<file path="src/rtl/dacul_pkg.sv">
// Constants, field layout and mode codes of the converter update latch control
`default_nettype none

package dacul_pkg;

  // ----------------------------------------------------------------
  // Geometry
  // ----------------------------------------------------------------
  localparam int DACUL_NCH = 2;
  localparam int DACUL_CODE_W = 12;
  localparam int DACUL_BYTE_W = 8;

  // ----------------------------------------------------------------
  // Register byte addresses on the special-function register bus
  // ----------------------------------------------------------------
  localparam logic [7:0] DACUL_A_LOW_ADDR = 8'hD2;
  localparam logic [7:0] DACUL_A_HIGH_ADDR = 8'hD3;
  localparam logic [7:0] DACUL_A_CTRL_ADDR = 8'hD4;
  localparam logic [7:0] DACUL_B_LOW_ADDR = 8'hD5;
  localparam logic [7:0] DACUL_B_HIGH_ADDR = 8'hD6;
  localparam logic [7:0] DACUL_B_CTRL_ADDR = 8'hD7;

  // ----------------------------------------------------------------
  // Reset values
  // ----------------------------------------------------------------
  localparam logic [7:0] DACUL_CTRL_RESET = 8'h00;
  localparam logic [7:0] DACUL_HIGH_RESET = 8'h00;
  localparam logic [7:0] DACUL_LOW_RESET = 8'h00;
  localparam logic [11:0] DACUL_CODE_RESET = 12'h000;
  localparam logic [7:0] DACUL_READ_ZERO = 8'h00;

  // ----------------------------------------------------------------
  // Control register fields
  // ----------------------------------------------------------------
  localparam int DACUL_EN_BIT = 7;
  localparam int DACUL_MODE_HI = 4;
  localparam int DACUL_MODE_LO = 3;
  localparam int DACUL_FMT_HI = 2;
  localparam int DACUL_FMT_LO = 0;
  localparam int DACUL_FMT_WIDE_BIT = 2;
  // Bits 6 and 5 are unused: never stored, read as zero
  localparam logic [7:0] DACUL_CTRL_WMASK = 8'h9F;

  // ----------------------------------------------------------------
  // Update modes
  // ----------------------------------------------------------------
  typedef enum logic [1:0] {
    DACUL_MODE_ON_WRITE = 2'b00,
    DACUL_MODE_TIMER3 = 2'b01,
    DACUL_MODE_TIMER4 = 2'b10,
    DACUL_MODE_TIMER2 = 2'b11
  } dacul_mode_t;

  // ----------------------------------------------------------------
  // Justification codes (any code with bit 2 set means eight high bits)
  // ----------------------------------------------------------------
  typedef enum logic [2:0] {
    DACUL_FMT_HI4 = 3'b000,
    DACUL_FMT_HI5 = 3'b001,
    DACUL_FMT_HI6 = 3'b010,
    DACUL_FMT_HI7 = 3'b011
  } dacul_fmt_t;

  // ----------------------------------------------------------------
  // Register kinds within a channel
  // ----------------------------------------------------------------
  typedef enum logic [1:0] {
    DACUL_REG_LOW = 2'b00,
    DACUL_REG_HIGH = 2'b01,
    DACUL_REG_CTRL = 2'b10
  } dacul_reg_t;

endpackage : dacul_pkg

`default_nettype wire

</file>
<file path="src/rtl/dacul_fmt_if.sv">
// Interface between a channel and its data-word justifier
`default_nettype none

interface dacul_fmt_if;
  logic [7:0] high_byte;
  logic [7:0] low_byte;
  logic [2:0] fmt;
  logic [11:0] code;

  // Channel side presents bytes and format, receives the word
  modport chan (output high_byte, output low_byte, output fmt, input code);
  // Justifier side
  modport just (input high_byte, input low_byte, input fmt, output code);
endinterface : dacul_fmt_if

`default_nettype wire

</file>
<file path="src/rtl/dacul_justify.sv">
// Combinational extraction of the 12-bit word from the two data bytes
`default_nettype none

module dacul_justify
  import dacul_pkg::*;
(
  // Bytes and format in, word out
  dacul_fmt_if.just fmt_io
);

  // ----------------------------------------------------------------
  // Justification
  // ----------------------------------------------------------------
  // High bits come from the low end of the high byte, the rest from the top of the low byte
  always_comb
  begin
    fmt_io.code = {fmt_io.high_byte, fmt_io.low_byte[7:4]};
    if (!fmt_io.fmt[DACUL_FMT_WIDE_BIT])
    begin
      unique case (dacul_fmt_t'(fmt_io.fmt))
        DACUL_FMT_HI4: fmt_io.code = {fmt_io.high_byte[3:0], fmt_io.low_byte};
        DACUL_FMT_HI5: fmt_io.code = {fmt_io.high_byte[4:0], fmt_io.low_byte[7:1]};
        DACUL_FMT_HI6: fmt_io.code = {fmt_io.high_byte[5:0], fmt_io.low_byte[7:2]};
        DACUL_FMT_HI7: fmt_io.code = {fmt_io.high_byte[6:0], fmt_io.low_byte[7:3]};
      endcase
    end
  end

endmodule : dacul_justify

`default_nettype wire

</file>
<file path="src/rtl/dacul_top.sv">
// Register front end and update latches for two 12-bit voltage-output converters
//
// What this block does
// - Each channel accepts unsigned codes 0x000 to 0xFFF.
// - Two identical channels, each with three registers.
// - Disabled channel: output high impedance, low power.
// - Low byte reads return last written value.
// - High byte reads return the high latch.
// - Mode 00: high-byte write loads the latches.
// - Mode 00: low-byte write waits for high write.
// - Modes 01/10/11 latch on timer 3/4/2 overflow.
// - Three-bit format selects one of five justifications.
// - Format 000: high[3:0] then whole low byte.
// - Formats 001-1xx: 5-8 high bits, low left-justified.
// - Bit 7 enables; bits 6 and 5 read zero.
`default_nettype none

module dacul_top
  import dacul_pkg::*;
(
  // Clock and synchronous reset
  input wire logic clk_sys,
  input wire logic reset,
  // Special-function register bus
  input wire logic [7:0] sfr_addr,
  input wire logic sfr_wr_en,
  input wire logic sfr_rd_en,
  input wire logic [7:0] sfr_wdata,
  output logic [7:0] sfr_rdata,
  // Timer overflow pulses from logic on the same clock
  input wire logic timer2_ovf,
  input wire logic timer3_ovf,
  input wire logic timer4_ovf,
  // Converter A
  output logic [11:0] dac_a_code,
  output logic dac_a_enable,
  output logic dac_a_out_hiz,
  output logic dac_a_power_down,
  // Converter B
  output logic [11:0] dac_b_code,
  output logic dac_b_enable,
  output logic dac_b_out_hiz,
  output logic dac_b_power_down
);

  // ----------------------------------------------------------------
  // Address map helpers
  // ----------------------------------------------------------------
  // Byte address of one register of one channel
  // Shared by the write strobes and the read mux so both decode identically
  function automatic logic [7:0] reg_addr(input int ch, input dacul_reg_t kind);
    logic [7:0] a;
    a = DACUL_A_LOW_ADDR;
    unique case (kind)
      DACUL_REG_LOW: a = (ch == 0) ? DACUL_A_LOW_ADDR : DACUL_B_LOW_ADDR;
      DACUL_REG_HIGH: a = (ch == 0) ? DACUL_A_HIGH_ADDR : DACUL_B_HIGH_ADDR;
      DACUL_REG_CTRL: a = (ch == 0) ? DACUL_A_CTRL_ADDR : DACUL_B_CTRL_ADDR;
      default: a = DACUL_A_LOW_ADDR;
    endcase
    return a;
  endfunction : reg_addr

  // Whether the selected timer overflow fires for a given mode
  // Unselected timers are ignored, and mode 00 ignores all of them
  function automatic logic timer_fires(input dacul_mode_t mode, input logic t2, input logic t3,
                                       input logic t4);
    logic f;
    f = 1'b0;
    unique case (mode)
      DACUL_MODE_ON_WRITE: f = 1'b0;
      DACUL_MODE_TIMER3: f = t3;
      DACUL_MODE_TIMER4: f = t4;
      DACUL_MODE_TIMER2: f = t2;
    endcase
    return f;
  endfunction : timer_fires

  // Per-channel read results and hits gathered for the read mux
  // Indexed by channel so the read mux below stays a plain priority chain
  logic [7:0] rd_val [DACUL_NCH];
  logic rd_hit [DACUL_NCH];
  logic [11:0] code_out [DACUL_NCH];
  logic en_out [DACUL_NCH];

  // ----------------------------------------------------------------
  // Channels
  // ----------------------------------------------------------------
  // Each channel owns its control, staging and latch bytes; only the bus
  // and timer overflow inputs are shared, so the two converters may run in different modes
  for (genvar ch = 0; ch < DACUL_NCH; ch++)
  begin : g_ch
    logic [7:0] ctrl_q;
    logic [7:0] stage_lo_q;
    logic [7:0] stage_hi_q;
    logic [7:0] latch_lo_q;
    logic [7:0] latch_hi_q;
    logic [11:0] code_q;
    logic wr_lo;
    logic wr_hi;
    logic wr_ctrl;
    logic upd_now;
    dacul_mode_t mode;
    dacul_fmt_if fmt_bus ();

    // Write strobes per register
    assign wr_lo = sfr_wr_en && (sfr_addr == reg_addr(ch, DACUL_REG_LOW));
    assign wr_hi = sfr_wr_en && (sfr_addr == reg_addr(ch, DACUL_REG_HIGH));
    assign wr_ctrl = sfr_wr_en && (sfr_addr == reg_addr(ch, DACUL_REG_CTRL));
    assign mode = dacul_mode_t'(ctrl_q[DACUL_MODE_HI:DACUL_MODE_LO]);

    // Update event: a high write in on-demand mode, else the selected overflow
    assign upd_now = ((mode == DACUL_MODE_ON_WRITE) && wr_hi)
                   || timer_fires(mode, timer2_ovf, timer3_ovf, timer4_ovf);

    // Bytes handed to the latches; in on-demand mode the high byte bypasses staging
    assign fmt_bus.high_byte = (mode == DACUL_MODE_ON_WRITE && wr_hi) ? sfr_wdata : stage_hi_q;
    assign fmt_bus.low_byte = stage_lo_q;
    assign fmt_bus.fmt = ctrl_q[DACUL_FMT_HI:DACUL_FMT_LO];

    // The justifier is purely combinational; its word is registered in code_q
    dacul_justify u_just (
      .fmt_io (fmt_bus)
    );

    // Control register; unused bits never stored
    always_ff @(posedge clk_sys)
    begin
      if (reset)
        ctrl_q <= DACUL_CTRL_RESET;
      else if (wr_ctrl)
        ctrl_q <= sfr_wdata & DACUL_CTRL_WMASK;
    end

    // Staging bytes hold software writes until an update event
    // A byte written in a timer mode waits here for the next selected overflow
    always_ff @(posedge clk_sys)
    begin
      if (reset)
      begin
        stage_lo_q <= DACUL_LOW_RESET;
        stage_hi_q <= DACUL_HIGH_RESET;
      end
      else
      begin
        if (wr_lo)
          stage_lo_q <= sfr_wdata;
        if (wr_hi)
          stage_hi_q <= sfr_wdata;
      end
    end

    // Input latches and the justified word; a write in the same cycle as an
    // overflow lands in staging only, the overflow copies the older bytes
    // Latches take raw bytes, so the high byte read-back does not depend on format
    always_ff @(posedge clk_sys)
    begin
      if (reset)
      begin
        latch_lo_q <= DACUL_LOW_RESET;
        latch_hi_q <= DACUL_HIGH_RESET;
        code_q <= DACUL_CODE_RESET;
      end
      else if (upd_now)
      begin
        latch_lo_q <= fmt_bus.low_byte;
        latch_hi_q <= fmt_bus.high_byte;
        code_q <= fmt_bus.code;
      end
    end

    // Read values: low from staging, high from the latch, control with zeros
    always_comb
    begin
      rd_hit[ch] = 1'b1;
      rd_val[ch] = DACUL_READ_ZERO;
      if (sfr_addr == reg_addr(ch, DACUL_REG_LOW))
        rd_val[ch] = stage_lo_q;
      else if (sfr_addr == reg_addr(ch, DACUL_REG_HIGH))
        rd_val[ch] = latch_hi_q;
      else if (sfr_addr == reg_addr(ch, DACUL_REG_CTRL))
        rd_val[ch] = ctrl_q & DACUL_CTRL_WMASK;
      else
        rd_hit[ch] = 1'b0;
    end

    assign code_out[ch] = code_q;
    assign en_out[ch] = ctrl_q[DACUL_EN_BIT];
  end

  // ----------------------------------------------------------------
  // Read data register
  // ----------------------------------------------------------------
  // Registered so the bus sees a stable byte; unmapped addresses read zero
  // Reads have no side effects, so a read may share a cycle with any write
  always_ff @(posedge clk_sys)
  begin
    if (reset)
      sfr_rdata <= DACUL_READ_ZERO;
    else if (sfr_rd_en)
    begin
      if (rd_hit[0])
        sfr_rdata <= rd_val[0];
      else if (rd_hit[1])
        sfr_rdata <= rd_val[1];
      else
        sfr_rdata <= DACUL_READ_ZERO;
    end
  end

  // ----------------------------------------------------------------
  // Converter outputs
  // ----------------------------------------------------------------
  // The code keeps its value while disabled so re-enabling resumes the last word
  // Pin and power states follow the enable bit alone, with no added delay
  assign dac_a_code = code_out[0];
  assign dac_b_code = code_out[1];
  assign dac_a_enable = en_out[0];
  assign dac_b_enable = en_out[1];
  assign dac_a_out_hiz = !en_out[0];
  assign dac_b_out_hiz = !en_out[1];
  assign dac_a_power_down = !en_out[0];
  assign dac_b_power_down = !en_out[1];

endmodule : dacul_top

`default_nettype wire

</file>
<file path="config.mk">
export PLATFORM = sky130hd
export DESIGN_NAME = dacul_top
export DESIGN_NICKNAME = d
export VERILOG_FILES = /design/src/rtl/dacul_pkg.sv /design/src/rtl/dacul_fmt_if.sv /design/src/rtl/dacul_justify.sv /design/src/rtl/dacul_top.sv
export SDC_FILE = /design/constraint.sdc
export NUM_CORES = 1
export LEC_CHECK = 0
export ABC_AREA = 1
export BUFFER_PORTS_ARGS = -buffer_cell sky130_fd_sc_hd__buf_2
export CAP_MARGIN = 15
export CORE_ASPECT_RATIO = 1.25
export CORE_MARGIN = 2
export CORE_UTILIZATION = 60
export DETAILED_ROUTE_END_ITERATION = 10
export PLACE_DENSITY = 0.87
export SETUP_SLACK_MARGIN = 0.3
export SLEW_MARGIN = 20
export SYNTH_ARGS = -nofsm -noshare
export SYNTH_HDL_FRONTEND = slang
export SYNTH_SLANG_ARGS = --single-unit
</file>
<file path="constraint.sdc">
create_clock -name clk_sys -period 4.7 [get_ports clk_sys]
set_clock_uncertainty 0.1 [all_clocks]
set_input_delay 0.47 -clock clk_sys [delete_from_list [all_inputs] [get_ports clk_sys]]
set_output_delay 0.47 -clock clk_sys [all_outputs]
set_load 0.05 [all_outputs]
</file>
# Word level (Yosys, flattened, before mapping)
# Index checks and enable logic that the tools add are counted.
# word_totals
ff_bits	92
in_bits	23
output_inout_bits	38
# classes
eq_ne	18
mux	22
n_reduce_logical	16
# op_table
op	n
case mux 12 bit (4 select lines)	2
two-way mux 8 bit	10
equality test 8 bit (second input constant)	6
two-way mux 12 bit	2
equality test 3 x 2 -> 1 bit (second input constant)	4
equality test 2 bit (second input constant)	4
logical AND 1 bit	8
case mux 1 bit (4 select lines)	2
equality test 3 x 1 -> 1 bit (second input constant)	2
zero test 3 bit	2
two-way mux 1 bit	6
equality test 2 x 1 -> 1 bit (second input constant)	2
zero test 2 bit	2
zero test 1 bit	2
logical OR 1 bit	2

# Logic depth before layout (Yosys ltp)
# logic_depth
depth_word	6
mapped_depth	12

# By module
# Synthesis repeated with hierarchy kept, for this count alone.
# hier_totals
cells_unflattened	858
hier_area_um2	5462.7
# by_module_without_submodules
mod	n_inst	cells_each	area_each_um2
dacul_top	1	608	4309.1
dacul_justify	2	125	576.8

# Least setup slack after synthesis
# No wires, ideal clock.
# synth_timing
path_kind	register -> output
from	reg g_ch[0].ctrl_q[7]
to	out dac_a_power_down
t_arrival_ns	1.286
required_ns	4.130
path_slack_ns	2.844
path_stages_with_launch	3
n_path_buf	1
cell_sequence	dfxtp_1 -> inv_1 -> buf_4
# synth_between
elab_chain_cells	1
# synth_rtl
item	line	text
start, declared	dacul_top.sv:92	logic [7:0] ctrl_q;
start signal, assigned	dacul_top.sv:131	ctrl_q <= sfr_wdata & DACUL_CTRL_WMASK;
zero test 1 bit	n/a	
end, declared	dacul_top.sv:38	output logic dac_a_power_down,
# Every way passes these cells.

# Worst setup path in the final report
# layout_timing
from	reg g_ch[1].ctrl_q[2]
to	reg g_ch[1].code_q[4], in the netlist dac_b_code[4]
# layout_between
elab_chain_cells	3
elab_cells_between_ends	6
cone_classes	3 x eq/ne; 2 x mux; 1 x reduce/logical
# layout_rtl
item	line	text
start, declared	dacul_top.sv:92	
start signal, assigned	dacul_top.sv:131	
equality test 3 x 2 -> 1 bit (tied with other cells)	dacul_justify.sv:20	unique case (dacul_fmt_t'(fmt_io.fmt))
case mux 12 bit (4 select lines)	dacul_justify.sv:20	
two-way mux 12 bit *	dacul_justify.sv:18	if (!fmt_io.fmt[DACUL_FMT_WIDE_BIT])
end signal, assigned	dacul_top.sv:167	code_q <= fmt_bus.code;
end, declared	dacul_top.sv:97	logic [11:0] code_q;
# Mark *: on every way between the ends. The rest lies on a longest branch, timed or not.
# A chain may end at the register's enable or synchronous reset.

==> metrics.yaml <==
status: "finished clean"
reg2reg_depth: 7
cp_data_arrival_time_ps: 2720
core_area_mm2: 0.00779
clock_latency_ps: 380
hold_viol_final: 0
cts_buffer_depth: 2
first_global_vias: 4776
dr.pass1.iters: 5
drv_slew: 0
tritoncts: "done"
die_x_um: 84.1
timing.rr.start: "g_ch[1].ctrl_q[2]$_SDFFE_PP0P_"
htree_num_levels: 3
cp-start-kind: "flop"
hp-start: "sfr_wdata[5]"
p_leak_nw: 2.30
grt_util_all_layers: 0.323
path_buf_inv: 2
grt_max_degree: 55
crit_required_ps: 4900
routed_wl_mm: 14.0
cp-end-kind: "flop"
grt_overflow: 0
drt_iter0_markers: 468
path_cells: "nor3_1 -> buf_4 -> nor2_1 -> inv_1 -> nor2_1 -> o21ai_0 -> a31oi_1"
syn_nets: 754
finalPower_mw: 1.47
grt_pass1_wl_mm: 22.8
cp_max_fo: 15
finalSetupViolations: 0
globalplace.congestion: 1.02
fin_util: 0.679
slew_headroom: 0.309
final_cell_area_mm2: 0.00529
power_density_mw_per_mm2: 278
cts-resized-gates: 0
synth_seq_cells: 92
cp_top_family: "simple AND/OR/NAND/NOR gates"
ant_nets: 0
finalCritPeriodShare: 0.536
ioPinCount: 61
nFillCells: 704
clk_pin_slew_ps: 90
r2r_end: "dac_b_code[4]$_SDFFE_PP0P_"
fmax_mhz: 397
fin_hold_ws_ps: 318
crit_slowest_cell: "nor2_1"
holdPathStages: 3
num_vias: 5195
io_buffers: 60
start_util: 0.618
post_dp_cell_area_mm2: 0.00506
crit_type: "reg2reg"
hold_class: "in2reg"
cts_hold_buffers: 0
drv_cap: 0
post_cts_buffers: 0
synth.avg_cell_area_um2: 6.59
synthesis.area_mm2: 0.00481
die_h_um: 104
worst_pin_slew_ps: 1030
r2r_slack_ps: 2180
post-dp-hpwl_mm: 10.2
crit_path_frequent_cell: "nor2_1"
final.setup.tns_ps: 0
ys_types: 32
hold_path_end: "g_ch[1].fmt_bus.low_byte[5]$_SDFFE_PP0P_"
wl_per_cell_um: 16.3
drive_above_1_share: 0.117
diodes: 0
cts_buffers: 9
cts.sinks: 92
synthCells: 731
ir_drop_v: 0.000174
ys_seq_area_frac: 0.383
post-route-drc-count: 0
cp_slowest_stage_delay_ps: 700
viasPerCell: 6.02
min_period_ps: 2520
die_area_mm2: 0.00876
root_buffer: "clkbuf_8"
area_growth_pct: 9.82
nNetsFinal: 787
rsz0062_at_grt: "no"
num_rows: 36
antenna_found_initial: 0
ys_warn_count: 0
final cells by class:
class	instances	area [um2]	area share
clock buffers	12	155	0.0293
clock inverters	3	68.8	0.0130
multi-input cells	517	2480	0.469
flip-flops and latches	92	1840	0.348
inverters	82	308	0.0582
well taps	95	119	0.0225
repair buffers	62	315	0.0596
synthesized netlist by cell type:
cell type,instances,area [um2]
a211oi_1,10,75.1
a21oi_1,110,551
a221oi_1,1,8.76
a31oi_1,3,18.8
and2_1,1,6.26
buf_1,2,7.51
buf_2,12,60.1
buf_4,5,37.5
clkbuf_1,20,75.1
clkbuf_2,1,5.00
clkinv_1,1,3.75
dfxtp_1,92,1840
inv_1,78,293
inv_2,3,11.3
nand2_1,144,541
nand2_2,1,6.26
nand3_1,59,295
nand3_4,1,17.5
nand4_1,9,56.3
nand4_2,1,12.5
nor2_1,33,124
nor2_2,5,31.3
nor2_4,1,11.3
nor3_1,1,5.00
nor3_2,1,10.0
nor4_2,1,12.5
o2111ai_1,1,8.76
o211ai_1,1,7.51
o21ai_0,119,596
o21ai_1,7,35.0
o221ai_1,3,26.3
o22ai_1,4,25.0
cells by family after synthesis:
group / count (synthesis) / share of synthesized area
AND/OR/NAND/NOR: 258 / 0.234
buffers and inverters: 122 / 0.102
AO/OA/AOI/OAI: 259 / 0.281
flip-flops: 92 / 0.383
through the flow:
stage               instances  setup WS [ps]
floorplan                 731           2840
global placement          848           2020
detailed placement        848           1840
CTS                       863           2240
global route              863           1900
finish                    863           2180
per-layer routing:
metal,track usage,up-vias,routed length [um]
li1,-,2530,-
met1,0.389,2363,5480
met2,0.544,254,6880
met3,0.0627,48,1100
met4,0.160,0,582
met5,0,-,0
worst register-to-register path, delay by kind of cell (launching register included):
family	cells	cell delay (ps)
buffers and inverters	2	500
AND/OR/NAND/NOR	3	960
AO/OA/AOI/OAI	2	310
flip-flops	1	570
cell usage in the layout (no fill, tap or decap):
cell type,n
nor2_4,1
a221oi_1,1
nor3_2,1
inv_1,78
inv_6,1
clkinv_1,1
buf_2,60
o21ai_0,119
nand3_1,59
o221ai_1,3
nor4_2,1
inv_2,3
a31oi_1,3
nor2_2,5
dfxtp_1,92
nand4_1,9
nor3_1,1
clkbuf_8,11
o22ai_1,4
nand3_4,1
nand2_1,144
o21ai_1,7
and2_1,1
a21oi_1,110
clkbuf_1,1
bufinv_16,2
nand2_2,1
nand4_2,1
o211ai_1,1
nor2_1,33
o2111ai_1,1
a211oi_1,10
buf_4,2
where the power goes:
part	switching [mW]	leakage, nW	internal, mW	total (mW)
clock network	0.285	0.113	0.328	0.613
registers	0.00222	0.741	0.782	0.784
logic	0.0561	1.45	0.0170	0.0732
total	0.343	2.30	1.13	1.47
state kept, by name (all words and copies together) (netlist names):
signal,flops
dac_b_code,12
sfr_rdata,8
g_ch.ctrl_q,12
g_ch.latch_hi_q,16
g_ch.stage_hi_q,16
dac_a_code,12
g_ch.fmt_bus.low_byte,16
worst max-delay path by stage:
stage                                         from                                  to  slack, ps  cells after the start
floorplan           g_ch[0].ctrl_q[7]$_SDFFE_PP0P_                    dac_a_power_down       2840                      2
global placement                       sfr_addr[3]          dac_a_code[6]$_SDFFE_PP0P_       2020                      9
detailed placement                     sfr_addr[3]  g_ch[0].latch_hi_q[7]$_SDFFE_PP0P_       1840                      8
CTS                                    sfr_addr[3]  g_ch[0].latch_hi_q[7]$_SDFFE_PP0P_       2240                      8
global route                           sfr_addr[3]          dac_a_code[6]$_SDFFE_PP0P_       1900                      9
finish              g_ch[1].ctrl_q[2]$_SDFFE_PP0P_          dac_b_code[4]$_SDFFE_PP0P_       2180                      7
Note: power is estimated with default switching activity, not from simulation.
